--- src/rtl/scrl_pkg.sv ---
// Purpose: shared constants and types for the serial clock recovery loop
// Assumes: APB slave with 32-bit data, one word per register
// Notes: the oversampling rate is a one-cycle tick derived from ref_clk
package scrl_pkg;
  // register byte offsets
  localparam logic [7:0] SCRL_OFS_CMD = 8'h00;
  localparam logic [7:0] SCRL_OFS_DIV = 8'h04;
  localparam logic [7:0] SCRL_OFS_STATUS = 8'h08;
  localparam logic [7:0] SCRL_OFS_CODING = 8'h0C;
  // command field position in the loop_command_reg word
  localparam int SCRL_CMD_LSB = 5;
  localparam int SCRL_CMD_MSB = 7;
  // command codes
  localparam logic [2:0] SCRL_CMD_NULL = 3'h0;
  localparam logic [2:0] SCRL_CMD_SEARCH = 3'h1;
  localparam logic [2:0] SCRL_CMD_CLR_MISS = 3'h2;
  localparam logic [2:0] SCRL_CMD_DISABLE = 3'h3;
  localparam logic [2:0] SCRL_CMD_SRC_GEN = 3'h4;
  localparam logic [2:0] SCRL_CMD_SRC_PIN = 3'h5;
  localparam logic [2:0] SCRL_CMD_FM = 3'h6;
  localparam logic [2:0] SCRL_CMD_NRZI = 3'h7;
  // reset values and divisor minimum
  localparam logic [15:0] SCRL_DIV_RESET = 16'h0002;
  localparam logic [15:0] SCRL_DIV_MIN = 16'h0002;
  localparam logic [1:0] SCRL_CODING_RESET = 2'h0;
  // counter landmarks
  localparam logic [4:0] SCRL_CNT_HOLD = 5'h10;
  localparam logic [4:0] SCRL_CNT_ADJ = 5'h05;
  localparam logic [4:0] SCRL_CNT_LAST = 5'h1F;
  localparam logic [4:0] SCRL_CNT_DECIDE = 5'h02;
  // half-count positions (count * 2 + second half)
  localparam logic [5:0] SCRL_POS_MID15 = 6'h1F;
  localparam logic [5:0] SCRL_POS_MID16 = 6'h20;
  localparam logic [5:0] SCRL_POS_MID12 = 6'h19;
  localparam logic [5:0] SCRL_POS_MID19 = 6'h26;
  // status bit positions
  localparam int SCRL_ST_EN = 0;
  localparam int SCRL_ST_FM = 1;
  localparam int SCRL_ST_SEARCH = 2;
  localparam int SCRL_ST_SRC = 3;
  localparam int SCRL_ST_MISS1 = 4;
  localparam int SCRL_ST_MISS2 = 5;
  localparam int SCRL_ST_CNT = 8;

  typedef enum logic [1:0] {CORR_NONE, CORR_LONG, CORR_SHORT} scrl_corr_type;
  typedef enum {LOOP_OFF, LOOP_SEARCH, LOOP_RUN} scrl_state_type;

  // status bundle seen by software
  typedef struct packed {
    logic [4:0] count;
    logic miss2;
    logic miss1;
    logic src_pin;
    logic searching;
    logic fm;
    logic enabled;
  } scrl_status_type;
endpackage : scrl_pkg

--- src/rtl/scrl_loop.sv ---
// Purpose: digital clock recovery loop with APB register access
// Assumes: ref_clk 40 MHz; oversampling clock is a tick from a divider
// Notes: zero-wait APB slave; unmapped addresses answer with pslverr
//
// Design decisions made here: the APB interface to the registers and the register addresses.
`timescale 1ns/1ps
module scrl_loop (
  input wire logic ref_clk, // system clock
  input wire logic rst, // asynchronous reset, active high
  input wire logic psel, // apb select
  input wire logic penable, // apb access phase
  input wire logic pwrite, // apb direction
  input wire logic [7:0] paddr, // apb byte address
  input wire logic [31:0] pwdata, // apb write data
  output logic [31:0] prdata, // apb read data
  output logic pready, // apb ready
  output logic pslverr, // apb error on unmapped address
  input wire logic rx_data, // receive data pin
  output logic rx_clk, // recovered receive clock
  output logic tx_clk, // recovered transmit clock
  output scrl_pkg::scrl_status_type status, // loop state
  output logic [1:0] line_coding // line_coding_config field
);
  import scrl_pkg::*;

  // register state
  logic [15:0] div;
  logic [15:0] next_div;
  logic [1:0] coding;
  logic [1:0] next_coding;
  logic fm;
  logic next_fm;
  logic src_pin;
  logic next_src_pin;
  logic miss1;
  logic next_miss1;
  logic miss2;
  logic next_miss2;
  scrl_state_type state;
  scrl_state_type next_state;
  // loop state
  logic [15:0] div_cnt;
  logic [15:0] next_div_cnt;
  logic [4:0] count;
  logic [4:0] next_count;
  logic adj_done;
  logic next_adj_done;
  scrl_corr_type corr;
  scrl_corr_type next_corr;
  scrl_corr_type seen;
  scrl_corr_type next_seen;
  logic win_edge;
  logic next_win_edge;
  logic missed_last;
  logic next_missed_last;
  logic go_search;
  logic next_go_search;
  logic [2:0] sync;
  logic [2:0] next_sync;
  logic line;
  logic next_line;
  // helpers
  logic wr;
  logic rd_ok;
  logic [2:0] cmd;
  logic tick;
  logic second_half;
  logic edge_hit;
  logic [5:0] pos;
  logic set_miss1;
  logic set_miss2;

  // apb decode, zero-wait slave
  assign pready = 1'b1;
  assign wr = psel && penable && pwrite;
  assign cmd = (wr && paddr == SCRL_OFS_CMD) ? pwdata[SCRL_CMD_MSB:SCRL_CMD_LSB] : SCRL_CMD_NULL;
  assign rd_ok = (paddr == SCRL_OFS_CMD) || (paddr == SCRL_OFS_DIV)
    || (paddr == SCRL_OFS_STATUS) || (paddr == SCRL_OFS_CODING);
  assign pslverr = psel && penable && !rd_ok;

  // status view; reads have no side effects
  always_comb
  begin
    status.count = count;
    status.miss2 = miss2;
    status.miss1 = miss1;
    status.src_pin = src_pin;
    status.searching = (state != LOOP_RUN);
    status.fm = fm;
    status.enabled = (state != LOOP_OFF);
  end

  // read data mux
  always_comb
  begin
    prdata = 32'h0000_0000;
    if (psel && !pwrite)
    begin
      unique case (paddr)
        SCRL_OFS_DIV: prdata = {16'h0000, div};
        SCRL_OFS_STATUS: prdata = {19'h00000, status.count, 2'h0, status.miss2,
          status.miss1, status.src_pin, status.searching, status.fm, status.enabled};
        SCRL_OFS_CODING: prdata = {30'h0000_0000, coding};
        default: prdata = 32'h0000_0000;
      endcase
    end
  end

  assign line_coding = coding;

  // input synchroniser; change accepted when stages two and three agree
  always_comb
  begin
    next_sync = {sync[1:0], rx_data};
    next_line = (sync[1] == sync[2]) ? sync[2] : line;
  end

  always_ff @(posedge ref_clk or posedge rst)
  begin
    if (rst)
    begin
      sync <= 3'h0;
      line <= 1'b0;
    end
    else
    begin
      sync <= next_sync;
      line <= next_line;
    end
  end

  // oversampling tick; divisor models the loop source clock rate
  assign tick = (div_cnt >= div - 16'h0001);
  assign second_half = (div_cnt >= {1'b0, div[15:1]});
  assign edge_hit = (next_line != line);
  assign pos = {count, second_half};

  // software registers, mode and flags
  always_comb
  begin
    next_div = div;
    next_coding = coding;
    next_fm = fm;
    next_src_pin = src_pin;
    next_miss1 = miss1;
    next_miss2 = miss2;
    if (wr && paddr == SCRL_OFS_DIV)
      next_div = (pwdata[15:0] < SCRL_DIV_MIN) ? SCRL_DIV_MIN : pwdata[15:0];
    if (wr && paddr == SCRL_OFS_CODING)
      next_coding = pwdata[1:0];
    unique case (cmd)
      SCRL_CMD_FM: next_fm = 1'b1;
      SCRL_CMD_NRZI: next_fm = 1'b0;
      SCRL_CMD_SRC_GEN: next_src_pin = 1'b0;
      SCRL_CMD_SRC_PIN: next_src_pin = 1'b1;
      SCRL_CMD_SEARCH, SCRL_CMD_CLR_MISS, SCRL_CMD_DISABLE:
      begin
        next_miss1 = 1'b0;
        next_miss2 = 1'b0;
      end
      default: ;
    endcase
    // a miss detected in the same cycle wins over any clear
    if (set_miss1)
      next_miss1 = 1'b1;
    if (set_miss2)
      next_miss2 = 1'b1;
  end

  always_ff @(posedge ref_clk or posedge rst)
  begin
    if (rst)
    begin
      div <= SCRL_DIV_RESET;
      coding <= SCRL_CODING_RESET;
      fm <= 1'b0;
      src_pin <= 1'b1;
      miss1 <= 1'b0;
      miss2 <= 1'b0;
    end
    else
    begin
      div <= next_div;
      coding <= next_coding;
      fm <= next_fm;
      src_pin <= next_src_pin;
      miss1 <= next_miss1;
      miss2 <= next_miss2;
    end
  end

  // loop state, counter and phase correction
  always_comb
  begin
    next_state = state;
    next_div_cnt = tick ? 16'h0000 : div_cnt + 16'h0001;
    next_count = count;
    next_adj_done = adj_done;
    next_corr = corr;
    next_seen = seen;
    next_win_edge = win_edge;
    next_missed_last = missed_last;
    next_go_search = go_search;
    set_miss1 = 1'b0;
    set_miss2 = 1'b0;
    unique case (state)
      LOOP_OFF:
      begin
        next_count = SCRL_CNT_HOLD; // counter held while disabled
      end
      LOOP_SEARCH:
      begin
        next_count = SCRL_CNT_HOLD;
        if (edge_hit)
        begin
          // first edge marks a cell boundary between 15 and 16
          next_state = LOOP_RUN;
          next_div_cnt = 16'h0000;
          next_corr = CORR_NONE;
          next_seen = CORR_NONE;
          next_win_edge = 1'b1;
          next_missed_last = 1'b0;
          next_adj_done = 1'b0;
        end
      end
      LOOP_RUN:
      begin
        // classify an edge by the half-count in which it lands
        if (edge_hit)
        begin
          if (!fm)
          begin
            if (pos == SCRL_POS_MID15 || pos == SCRL_POS_MID16)
              next_seen = CORR_NONE;
            else if (pos > SCRL_POS_MID16)
              next_seen = CORR_LONG;
            else
              next_seen = CORR_SHORT;
          end
          else if (pos >= SCRL_POS_MID12 && pos <= SCRL_POS_MID19)
          begin
            next_win_edge = 1'b1;
            if (pos == SCRL_POS_MID15 || pos == SCRL_POS_MID16)
              next_seen = CORR_NONE;
            else if (pos > SCRL_POS_MID16)
              next_seen = CORR_LONG;
            else
              next_seen = CORR_SHORT;
          end
        end
        if (tick)
        begin
          next_count = count + 5'h01;
          // count five is repeated or skipped once per cycle
          if (count == SCRL_CNT_ADJ && corr == CORR_LONG && !adj_done)
          begin
            next_count = count;
            next_adj_done = 1'b1;
          end
          else if (count == SCRL_CNT_ADJ - 5'h01 && corr == CORR_SHORT && !adj_done)
          begin
            next_count = SCRL_CNT_ADJ + 5'h01;
            next_adj_done = 1'b1;
          end
          if (count == SCRL_CNT_LAST)
          begin
            // end of cycle: correction for the next cycle is fixed here
            next_corr = next_seen;
            next_adj_done = 1'b0;
            next_seen = CORR_NONE;
            next_win_edge = 1'b0;
            if (fm && !win_edge)
            begin
              next_corr = CORR_NONE;
              set_miss1 = 1'b1;
              next_missed_last = 1'b1;
              if (missed_last)
              begin
                set_miss2 = 1'b1;
                next_go_search = 1'b1;
              end
            end
            else
              next_missed_last = 1'b0;
          end
          // fall back to search at count two, where both clocks are low
          if (go_search && count == SCRL_CNT_DECIDE)
          begin
            next_state = LOOP_SEARCH;
            next_count = SCRL_CNT_HOLD;
            next_go_search = 1'b0;
          end
        end
      end
    endcase
    // commands override the sequencer
    if (cmd == SCRL_CMD_SEARCH)
    begin
      next_state = LOOP_SEARCH;
      next_count = SCRL_CNT_HOLD;
      next_go_search = 1'b0;
      next_missed_last = 1'b0;
    end
    else if (cmd == SCRL_CMD_DISABLE)
    begin
      next_state = LOOP_OFF;
      next_count = SCRL_CNT_HOLD;
      next_go_search = 1'b0;
      next_missed_last = 1'b0;
    end
  end

  always_ff @(posedge ref_clk or posedge rst)
  begin
    if (rst)
    begin
      state <= LOOP_OFF;
      div_cnt <= 16'h0000;
      count <= SCRL_CNT_HOLD;
      adj_done <= 1'b0;
      corr <= CORR_NONE;
      seen <= CORR_NONE;
      win_edge <= 1'b0;
      missed_last <= 1'b0;
      go_search <= 1'b0;
    end
    else
    begin
      state <= next_state;
      div_cnt <= next_div_cnt;
      count <= next_count;
      adj_done <= next_adj_done;
      corr <= next_corr;
      seen <= next_seen;
      win_edge <= next_win_edge;
      missed_last <= next_missed_last;
      go_search <= next_go_search;
    end
  end

  // output decoders, registered; fm rx high at counts 4-11 and 20-27
  always_ff @(posedge ref_clk or posedge rst)
  begin
    if (rst)
    begin
      rx_clk <= 1'b1;
      tx_clk <= 1'b1;
    end
    else if (!next_fm)
    begin
      rx_clk <= next_count[4];
      tx_clk <= next_count[4];
    end
    else
    begin
      rx_clk <= (next_count[3:2] == 2'h1) || (next_count[3:2] == 2'h2);
      tx_clk <= next_count[3] && (next_state == LOOP_RUN);
    end
  end
endmodule : scrl_loop

--- config.mk ---
export PLATFORM = sky130hd
export DESIGN_NAME = scrl_loop
export DESIGN_NICKNAME = d
export VERILOG_FILES = /design/src/rtl/scrl_pkg.sv /design/src/rtl/scrl_loop.sv
export SDC_FILE = /design/constraint.sdc
export NUM_CORES = 1
export LEC_CHECK = 0
export BUFFER_PORTS_ARGS = -buffer_cell sky130_fd_sc_hd__buf_4
export CAP_MARGIN = 10
export CORE_MARGIN = 3
export CORE_UTILIZATION = 60
export DETAILED_ROUTE_END_ITERATION = 12
export HOLD_SLACK_MARGIN = 0.06
export PLACE_DENSITY = 0.85
export SYNTH_ARGS = -nofsm -noshare
export SYNTH_HDL_FRONTEND = slang
export SYNTH_SLANG_ARGS = --single-unit
export TNS_END_PERCENT = 50
--- constraint.sdc ---
create_clock -name ref_clk -period 7.3 [get_ports ref_clk]
set_clock_uncertainty 0.15 [all_clocks]
set_input_delay 0.73 -clock ref_clk [delete_from_list [all_inputs] [get_ports ref_clk]]
set_output_delay 0.73 -clock ref_clk [all_outputs]
set_load 0.03 [all_outputs]
# [Word-level counts from Yosys, hierarchy flattened]
# Cells that the tools add are included.
[word_totals] register_bits=89 output_inout_bits=49 word_cells=184
[classes] n_reduce_logical=45 addsub=3 eq_ne=34 muxes=76 n_lt_le_gt_ge=6
[ops] operator="$mux W32" count=5
[ops] operator="$mux W16" count=5
[ops] operator="$pmux W32 S2" count=1
[ops] operator="$pmux W16 S3" count=1
[ops] operator="$mux W1" count=38
[ops] operator="$eq A32 B1 Y1 const B" count=1
[ops] operator="$eq A32 B2 Y1 const B" count=1
[ops] operator="$eq A32 B3 Y1 const B" count=1
[ops] operator="$logic_not A32 Y1" count=1
[ops] operator="$ne A32 B3 Y1 const B" count=1
[ops] operator="$reduce_bool A32 Y1" count=1
[ops] operator="$mux W5" count=6
[ops] operator="$mux W2" count=11
[ops] operator="$add A16 B1 Y16 const B" count=1
[ops] operator="$eq A8 B4 Y1 const B" count=2
[ops] operator="$ge A16 B15 Y1" count=1
[ops] operator="$ge A16 B16 Y1" count=1
[ops] operator="$lt A16 B2 Y1 const B" count=1
[ops] operator="$ne A4 B4 Y1 const B" count=4
[ops] operator="$reduce_bool A4 Y1" count=4
[ops] operator="$sub A16 B1 Y16 const B" count=1
[ops] operator="$logic_and A1 B1 Y1" count=15
[ops] operator="$eq A3 B3 Y1 const B" count=4
[ops] operator="$reduce_and A4 Y1" count=3
[ops] operator="other kinds (31)" count=54

# [Longest topological paths before layout]
# Gate-level depths: netlist of run 1.
[logic_depth] word_depth=13 depth_mapped=15 ltp_nobuf=15

# [Worst setup path after synthesis of run 1]
# OpenSTA, ideal clock, no wires.
[synth_timing] kind="reg2reg" from="reg div[3]" to="reg rx_clk" synth_period_minus_slack_ps=3731 arrival_time_ps=3508 path_stages_with_launch=16 path_buffers=0 setup_slack_ps=3569 required_ps=7077 setup_time_ps=73 cell_sequence="dfrtp_1 > nor2_1 > nand3_1 > nor4_1 > nand3_1 > nor4_1 > xnor2_1 > ha_1 > a211oi_1 > nor2_1 > a2111oi_0 > o21ai_0 > a21oi_1 > a211oi_4 > xnor2_1 > a21oi_1"
[synth_between] elab_chain_cells=9
[synth_rtl] item="start, declared" line_no="scrl_loop.sv:27" source="logic [15:0] div;"
[synth_rtl] item="start signal, assigned" line_no="scrl_loop.sv:183" source="div <= next_div;"
[synth_rtl] item="$sub A16 B1 Y16 *" line_no="scrl_loop.sv:133" source="assign tick = (div_cnt >= div - 16'h0001);"
[synth_rtl] item="$ge A16 B16 Y1 *" line_no="scrl_loop.sv:133"
[synth_rtl] item="$mux W5 *" line_no="scrl_loop.sv:251" source="if (tick)"
[synth_rtl] item="$pmux W5 S2 *" line_no="scrl_loop.sv:206" source="unique case (state)"
[synth_rtl] item="$mux W5 *" line_no="scrl_loop.sv:304" source="else if (cmd == SCRL_CMD_DISABLE)"
[synth_rtl] item="$mux W5 *" line_no="scrl_loop.sv:297" source="if (cmd == SCRL_CMD_SEARCH)"
[synth_rtl] item="net next_count[2]" line_no="scrl_loop.sv:45" source="logic [4:0] next_count;"
[synth_rtl] item="$eq A2 B1 Y1 or $eq A2 B2 Y1 (tied branches)" line_no="scrl_loop.sv:356" source="rx_clk <= (next_count[3:2] == 2'h1) || (next_count[3:2] == 2'h2);"
[synth_rtl] item="$logic_or A1 B1 Y1 *" line_no="scrl_loop.sv:356"
[synth_rtl] item="$mux W1 *" line_no="scrl_loop.sv:349" source="else if (!next_fm)"
[synth_rtl] item="end signal, assigned" line_no="scrl_loop.sv:351" source="rx_clk <= next_count[4];"
[synth_rtl] item="end signal, assigned" line_no="scrl_loop.sv:356"
[synth_rtl] item="end, declared" line_no="scrl_loop.sv:19" source="output logic rx_clk,"
# Mark *: on every way through the listed nets, which the timed path passes. The rest lies on a longest branch. The select of a mux whose other input is x is not followed.
# A chain may end at the register's enable or synchronous reset.

# [Final worst setup path of run 1]
[layout_timing] from="reg div[2]" to="reg seen[1]"
[layout_between] elab_chain_cells=10
[layout_rtl] item="$ge A16 B15 Y1" line_no="scrl_loop.sv:134" source="assign second_half = (div_cnt >= {1'b0, div[15:1]});"
[layout_rtl] item="$gt A6 B6 Y1, or another cell as far along" line_no="scrl_loop.sv:235, scrl_loop.sv:245"
[layout_rtl] item="$mux W2 or $logic_or A1 B1 Y1 (tied branches)"
[layout_rtl] item="$mux W2" line_no="scrl_loop.sv:233, scrl_loop.sv:243"
[layout_rtl] item="$mux W2" line_no="scrl_loop.sv:240" source="else if (pos >= SCRL_POS_MID12 && pos <= SCRL_POS_MID19)"
[layout_rtl] item="$mux W2" line_no="scrl_loop.sv:231" source="if (!fm)"
[layout_rtl] item="$mux W2" line_no="scrl_loop.sv:229" source="if (edge_hit)"
[layout_rtl] item="$mux W2" line_no="scrl_loop.sv:265" source="if (count == SCRL_CNT_LAST)"
[layout_rtl] item="$mux W2 *" line_no="scrl_loop.sv:251"
[layout_rtl] item="$pmux W2 S2 *" line_no="scrl_loop.sv:206"
[layout_rtl] item="end signal, assigned" line_no="scrl_loop.sv:334" source="seen <= next_seen;"
[layout_rtl] item="end, declared" line_no="scrl_loop.sv:50" source="scrl_corr_type seen;"
# Mark *: on every way between the ends. The rest lies on a longest branch, timed or not.

==> qor.yml, run 1 <==
global_route:
  grt_usage: 0.247
  grt_pass1_vias: 4074
  grt_first_pass_wirelength_mm: 19.4
  grt_max_degree: 90
  antenna_found_initial: 0
  gr-total-overflow: 0
cts:
  clkTransAtPathRegs_ns: 0.09
  cts_made_buffers: 9
  cts_tree: "done"
  cts_buffer_depth: 2
  cts_sinks: 89
  hold_buffers: 0
  postCtsResizedCells: 0
  insertion_delay_ns: 0.37
  h-tree-depth: 3
  clockRootBuffer: "clkbuf_8"
  cts_post_setup_buffers_inserted: 0
drt:
  post-route-drc-count: 0
  drt_iter0_drc: 158
  ant_nets: 0
  viasPerCell: 5.87
  drtPass1Iterations: 4
  routed_wl_mm: 11.8
  vias: 4050
  wl_per_cell_microns: 17.2
final_layout:
  ff_latch_area_sq_um: 2230
  nFillCells: 599
  fin_nets: 664
  multi_input_area_sq_um: 2670
  final_common_cell: "dfrtp_1"
  drive_gt1_frac: 0.190
  layout_common_cells: "dfrtp_1 (84), buf_4 (62), nor2_1 (52)"
  area_growth_pct: 12.5
  antennaDiodeCount: 0
worst_setup_path:
  critPathRequiredTime_ns: 7.46
  critPathKind: "reg -> reg"
  worstSetupStartpointType: "flip-flop"
  critPathArrivalTime_ns: 4.78
  r2r_slack_ns: 2.68
  end_kind: "flip-flop"
  rr_startpoint: "div[2]$_DFFE_PP0P_"
  startpoint: "div[2]$_DFFE_PP0P_"
  cp_max_fo: 6
place:
  pre_cts_ws_ns: 2.84
  dpl.hpwl_mm: 8.95
  numPortBuffers: 61
  gp_congestion: 0.913
synth:
  synth_area_sq_um: 5150
  ys_types: 57
  synth_edf_count: 0
  synth-main-ff-cell: "dfrtp_1"
  synth-seq-area-share: 0.434
  ys_warn_count: 0
  syn_area_per_cell_sq_um: 9.84
  postSynthCellCount: 523
  ys_ff_latch: 89
  ys_async_sr_fraction: 1.00
pwr:
  clkPwrFrac: 0.318
  internal-power_uw: 714
  p_leak_uw: 0.00291
  p_comb_frac: 0.173
  p_seq_frac: 0.508
  p_sw_uw: 335
  power_density_nw_per_um2: 181
  swShare: 0.320
  vdd_ir_drop_max_uv: 137
status:
  status: "finished, final reports clean"
die:
  die_w_microns: 98.6
  io_pins: 95
  start_util: 0.623
  die_area_sq_um: 9730
  core_sq_um: 8260
  rows: 33
  die_h_microns: 98.6
timing:
  timing.final.crit_period_ns: 4.62
  relSlewSlack: 0.267
  max_freq_mhz: 216
  period_share: 0.633
  worst_slack_ns: 2.68
  rsz0062_at_grt: "false"
  setup_viol: 0
  tns_ns: 0
  drv_slew: 0
  hold_viol: 0
  max_slew.worst_pin.slew_ns: 1.10
run:
  drv_cap: 0
hold_path:
  hold_path.class: "reg -> reg"
  worstHoldStart: "sync[0]$_DFF_PP0_"
## Yosys cell counts, types with 2 or more instances
cell | count | area share
a211oi_1 | 5 | 0.0073
a21o_1 | 9 | 0.013
a21oi_1 | 16 | 0.016
a22oi_1 | 10 | 0.015
a31oi_1 | 4 | 0.0049
and2_1 | 22 | 0.027
and3_1 | 12 | 0.015
buf_4 | 21 | 0.031
clkbuf_1 | 9 | 0.0066
conb_1 | 2 | 0.0015
dfrtp_1 | 84 | 0.41
dfstp_2 | 5 | 0.026
ha_1 | 38 | 0.092
inv_1 | 26 | 0.019
mux2_2 | 18 | 0.039
mux2i_1 | 3 | 0.0058
nand2_1 | 31 | 0.023
nand2b_1 | 3 | 0.0036
nand3_1 | 20 | 0.019
nand3b_1 | 3 | 0.0044
nand4_1 | 9 | 0.011
nor2_1 | 52 | 0.038
nor2b_1 | 18 | 0.022
nor3_1 | 9 | 0.0087
nor4_1 | 15 | 0.018
o211ai_1 | 2 | 0.0029
o21a_1 | 3 | 0.0044
o21ai_0 | 13 | 0.013
o21bai_1 | 2 | 0.0029
or4_1 | 3 | 0.0044
xnor2_1 | 21 | 0.036
xor2_1 | 10 | 0.017
## path summary, 6_finish.rpt
| path | end | cells past startpoint |
|---|---|---|
| worst max-delay path | seen[1]$_DFFE_PP0P_ | 15 |
| worst min-delay path | sync[1]$_DFF_PP0_ | 0 |
| worst max register to register | seen[1]$_DFFE_PP0P_ | 15 |
| worst min register to register | sync[1]$_DFF_PP0_ | 0 |
| max in group asynchronous | count[0]$_DFFE_PP0P_ | 3 |
| min in group asynchronous | line_coding[0]$_DFFE_PP0P_ | 3 |
## cells by family after synthesis
kind of cell             synth area share
other                             0.00146
adder cells (fa/ha/maj)            0.0943
flip-flops                          0.434
AO/OA/AOI/OAI                       0.102
multiplexers                       0.0452
XOR/XNOR                           0.0527
AND/OR/NAND/NOR                     0.213
buffers and inverters              0.0583
## cell type report
type                            count  area share
Sequential cell                    89       0.386
Inverter                           26      0.0171
Multi-Input combinational cell    392       0.461
Tap cell                          105      0.0227
Clock buffer                        9      0.0214
Timing Repair Buffer               62      0.0803
Clock inverter                      7      0.0119
## state kept, by name, indices dropped and copies added, names as in the netlist, 2 cells and up
name,cells
corr,2
div_cnt,16
line_coding,2
state,32
sync,3
seen,2
count,5
div,16
## power groups by stage
stage | Clock [uW] | Sequential, uW | Combinational, uW
3_3_place_gp | 0 | 542 | 171
5_1_grt | 358 | 537 | 201
4_1_cts | 338 | 533 | 182
3_5_place_dp | 0 | 543 | 180
6_report | 334 | 533 | 182
2_1_floorplan | 0 | 549 | 121
## stage by stage
stage          hold slack, ns  total power (uW)  utilization  cells  cell area (sq um)
2_1_floorplan           0.181               670            -    538               5200
3_3_place_gp            0.185               713        0.678    674               5600
3_5_place_dp            0.191               722        0.678    674               5600
4_1_cts                 0.212              1050        0.702    690               5790
5_1_grt                 0.228              1100        0.702    690               5790
6_report                0.208              1050        0.702    690               5790
## worst max-delay path, cell delays in order, from the launching register on
cell and delay [ns]:
dfrtp_1 0.46, nor2_1 0.19, nand3_1 0.19, nor4_1 0.39
nand3_1 0.21, nor4_1 0.27, xnor2_1 0.16, ha_1 0.26
a211oi_1 0.26, nor2_1 0.09, a2111oi_0 0.52, o21ai_0 0.54
a21oi_1 0.41, inv_1 0.10, o21bai_1 0.20, a21o_1 0.15
## metal layers
metal	track usage	wire length (microns)	vias to the layer above
met4	0.111	399	0
met2	0.419	6060	104
met1	0.307	4810	1998
met3	0.0460	575	36
li1	-	-	1912
met5	0	0	-
Note: power is estimated with default switching activity, not from simulation.
==> run 2, diff against run 1 <==
--- a/config.mk
+++ b/config.mk
@@ -8,10 +8,10 @@
 export BUFFER_PORTS_ARGS = -buffer_cell sky130_fd_sc_hd__buf_4
 export CAP_MARGIN = 10
 export CORE_MARGIN = 3
-export CORE_UTILIZATION = 60
+export CORE_UTILIZATION = 51
 export DETAILED_ROUTE_END_ITERATION = 12
 export HOLD_SLACK_MARGIN = 0.06
-export PLACE_DENSITY = 0.85
+export PLACE_DENSITY = 0.77
 export SYNTH_ARGS = -nofsm -noshare
 export SYNTH_HDL_FRONTEND = slang
 export SYNTH_SLANG_ARGS = --single-unit
==> constraint.sdc (replaced) <==
create_clock -name ref_clk -period 4.1 [get_ports ref_clk]
set_clock_uncertainty 0.15 [all_clocks]
set_input_delay 0.41 -clock ref_clk [delete_from_list [all_inputs] [get_ports ref_clk]]
set_output_delay 0.41 -clock ref_clk [all_outputs]
set_load 0.03 [all_outputs]
==> run 2 against run 1 <==
Design area increased by 2.7%. Cell count increased by 5.2%. Sequential power increased by 78%. Count of clock-buffer cells in the layout unchanged. Global-route usage decreased by 3.0 points. Via count decreased by 0.47%. Highest routed layer unchanged. Maximum frequency increased by 21%. Utilization decreased by 9.3 points. Largest cell class unchanged. Critical endpoint is now rx_clk$_DFF_PP1_. Sequential share of layout area decreased by 1.0 points. Hold slack got worse by 0.12 ns. Flip-flop and latch count unchanged. Clock power increased by 81%.
==> qor.yml, run 2 (synthesis gave the netlist of run 1 again) <==
pwr:
  p_seq_frac: 0.505  # -0.003
  power_uw: 1880  # +79%
  swShare: 0.321  # +0.000940
  p_sw_uw: 603  # +80%
  p_comb_frac: 0.173  # about the same
  power_density_nw_per_um2: 316  # +75%
  internal-power_uw: 1280  # +79%
  clkPwrFrac: 0.322  # +0.004
  vdd_ir_drop_max_uv: 229  # +68%
  p_leak_uw: 0.00297  # +2.0%
final_layout:
  fin_util: 0.609  # -0.0928
  drive_gt1_frac: 0.212  # +0.0227
  area_growth_pct: 15.6
  fin_nets: 672  # +1.2%
  top_regs: "state: 32 flops, div: 16 flops, div_cnt: 16 flops"
  largest_register_ffs: 32  # unchanged
  layout_common_cells: "dfrtp_1 (84), buf_4 (69), nor2_1 (52)"
  antennaDiodeCount: 0  # unchanged
  regMostFlops: "state"
  final_common_cell: "dfrtp_1"
  nFillCells: 852  # +42%
timing:
  relSlewSlack: 0.339  # +0.0728
  setup_viol: 0  # unchanged
  drv_slew: 0  # unchanged
  tns_ns: 0  # unchanged
  rsz0062_at_grt: "false"
  max_freq_mhz: 262  # +21%
  period_share: 0.930  # +0.297
  timing.final.crit_period_ns: 3.81  # -0.809 ns
  max_slew.worst_pin.slew_ns: 0.991  # -0.109 ns
  hold_viol: 0  # unchanged
place:
  numPortBuffers: 61  # unchanged
  gp_congestion: 0.889  # -2.6%
  dpl.hpwl_mm: 9.02  # +0.77%
cts:
  h-tree-depth: 3  # unchanged
  cts_post_setup_buffers_inserted: 0  # unchanged
  clkTransAtPathRegs_ns: 0.10  # about the same
  cts_sinks: 89  # unchanged
  cts_tree: "done"
  cts_made_buffers: 9  # unchanged
  insertion_delay_ns: 0.37  # about the same
  clockRootBuffer: "clkbuf_8"
  cts_buffer_depth: 2  # unchanged
global_route:
  grt_first_pass_wirelength_mm: 19.5  # +0.86%
  grt_max_degree: 59  # -34%
  gr-total-overflow: 0  # unchanged
  grt_usage: 0.217  # -0.0305
  grt_pass1_vias: 4005  # -1.7%
  antenna_found_initial: 0  # unchanged
worst_setup_path:
  end_kind: "flip-flop"
  rr_startpoint: "div[3]$_DFFE_PP0P_"
  critPathRequiredTime_ns: 4.23  # -3.23 ns
  worstSetupStartpointType: "flip-flop"
  critPathArrivalTime_ns: 3.94  # -0.84 ns
  r2r_end: "rx_clk$_DFF_PP1_"
  r2r_slack_ns: 0.29  # -2.39 ns
  cp_max_fo: 8  # +2
  startpoint: "div[3]$_DFFE_PP0P_"
  critPathKind: "reg -> reg"
  r2r_cells: 15  # unchanged
  crit_end: "rx_clk$_DFF_PP1_"
drt:
  drt_iter0_drc: 218  # +38%
  post-route-drc-count: 0  # unchanged
  ant_nets: 0  # unchanged
  vias: 4031  # -0.47%
  wl_per_cell_microns: 16.3  # -5.0%
  viasPerCell: 5.55  # -5.4%
  routed_wl_mm: 11.8  # about the same
  drtPass1Iterations: 5  # +1
status:
  status: "finished, final reports clean"
die:
  die_h_microns: 106  # +7.9%
  start_util: 0.527  # -0.0967
  die_w_microns: 106  # +7.9%
  core_sq_um: 9770  # +18%
  io_pins: 95  # unchanged
  rows: 36  # +9.1%
  die_area_sq_um: 11300  # +17%
run:
  drv_cap: 0  # unchanged
hold_path:
  hold_path.class: "in -> async"
==> run 2: cell types whose count changed in the layout (fill, tap and decap cells not counted), moves of 2 or more <==
cell	delta
clkinv_8	+2
clkinv_4	-3
buf_4	+7
nor4_1	-2
==> run 2: stage by stage <==
stage | cell area (sq um) | hold WS (ns) | std cells | worst slack [ns]
floorplan | 5200 | 0.181 | 538 | 0.369
global placement | 5690 | 0.185 | 709 | 0.154
detailed placement | 5690 | 0.187 | 709 | 0.00205
CTS | 5910 | 0.112 | 726 | 0.0739
global route | 5950 | 0.123 | 726 | 0.0782
finish | 5950 | 0.0889 | 726 | 0.285
==> run 2: worst min path at each step <==
stage	start	to	slack [ns]	cells past startpoint
floorplan	sync[0]$_DFF_PP0_	sync[1]$_DFF_PP0_	0.18	0
global placement	sync[0]$_DFF_PP0_	sync[1]$_DFF_PP0_	0.18	0
detailed placement	sync[0]$_DFF_PP0_	sync[1]$_DFF_PP0_	0.19	0
CTS	pwdata[6]	state[0]$_DFF_PP0_	0.11	2
global route	pwdata[6]	state[0]$_DFF_PP0_	0.12	2
finish	rst	div[0]$_DFFE_PP0P_	0.09	2
==> run 2: power groups by stage <==
stage / clock network (uW) / logic [uW] / registers [uW]
finish: 605 / 325 / 950
global placement: 0 / 307 / 965
detailed placement: 0 / 317 / 967
floorplan: 0 / 216 / 977
CTS: 620 / 321 / 949
global route: 660 / 357 / 957
==> run 2: routing by layer <==
| layer | track usage | vias to the layer above | wire length [microns] |
|---|---|---|---|
| li1 | - | 1932 | - |
| met1 | 0.268 | 1995 | 5020 |
| met2 | 0.385 | 90 | 6210 |
| met3 | 0.0498 | 14 | 427 |
| met4 | 0.0511 | 0 | 180 |
| met5 | 0 | - | 0 |
==> run 2: layout make-up <==
| type | count | area [sq um] | area share |
|---|---|---|---|
| multi-input cells | 392 | 2720 | 0.457 |
| flip-flops and latches | 89 | 2230 | 0.375 |
| repair buffers | 70 | 528 | 0.0887 |
| well taps | 133 | 166 | 0.0280 |
| clock buffers | 9 | 124 | 0.0208 |
| inverters | 26 | 98.8 | 0.0166 |
| clock inverters | 7 | 80.1 | 0.0135 |
==> run 2: worst max-delay path: stages, from the launching register on <==
cell and delay [ns]:
dfrtp_1 0.39, nor2_1 0.23, nand3_2 0.17, nor4_4 0.22, nand3_1 0.19, nor3_1 0.25, xnor2_1 0.10, ha_1 0.29
nand4_1 0.18, nor2_1 0.15, nand4_1 0.12, o21a_2 0.31, or4_1 0.54, a21oi_2 0.22, xnor2_1 0.14, a21oi_1 0.08
==> run 2: what timing repair did <==
| action | 4_1_cts | 5_1_grt |
|---|---|---|
| hold buffers | 1 | 0 |
| endpoints found under the setup margin | 3 | 50 |
| resized for setup | 1 | 9 |
| hold endpoints to repair | 1 | 0 |
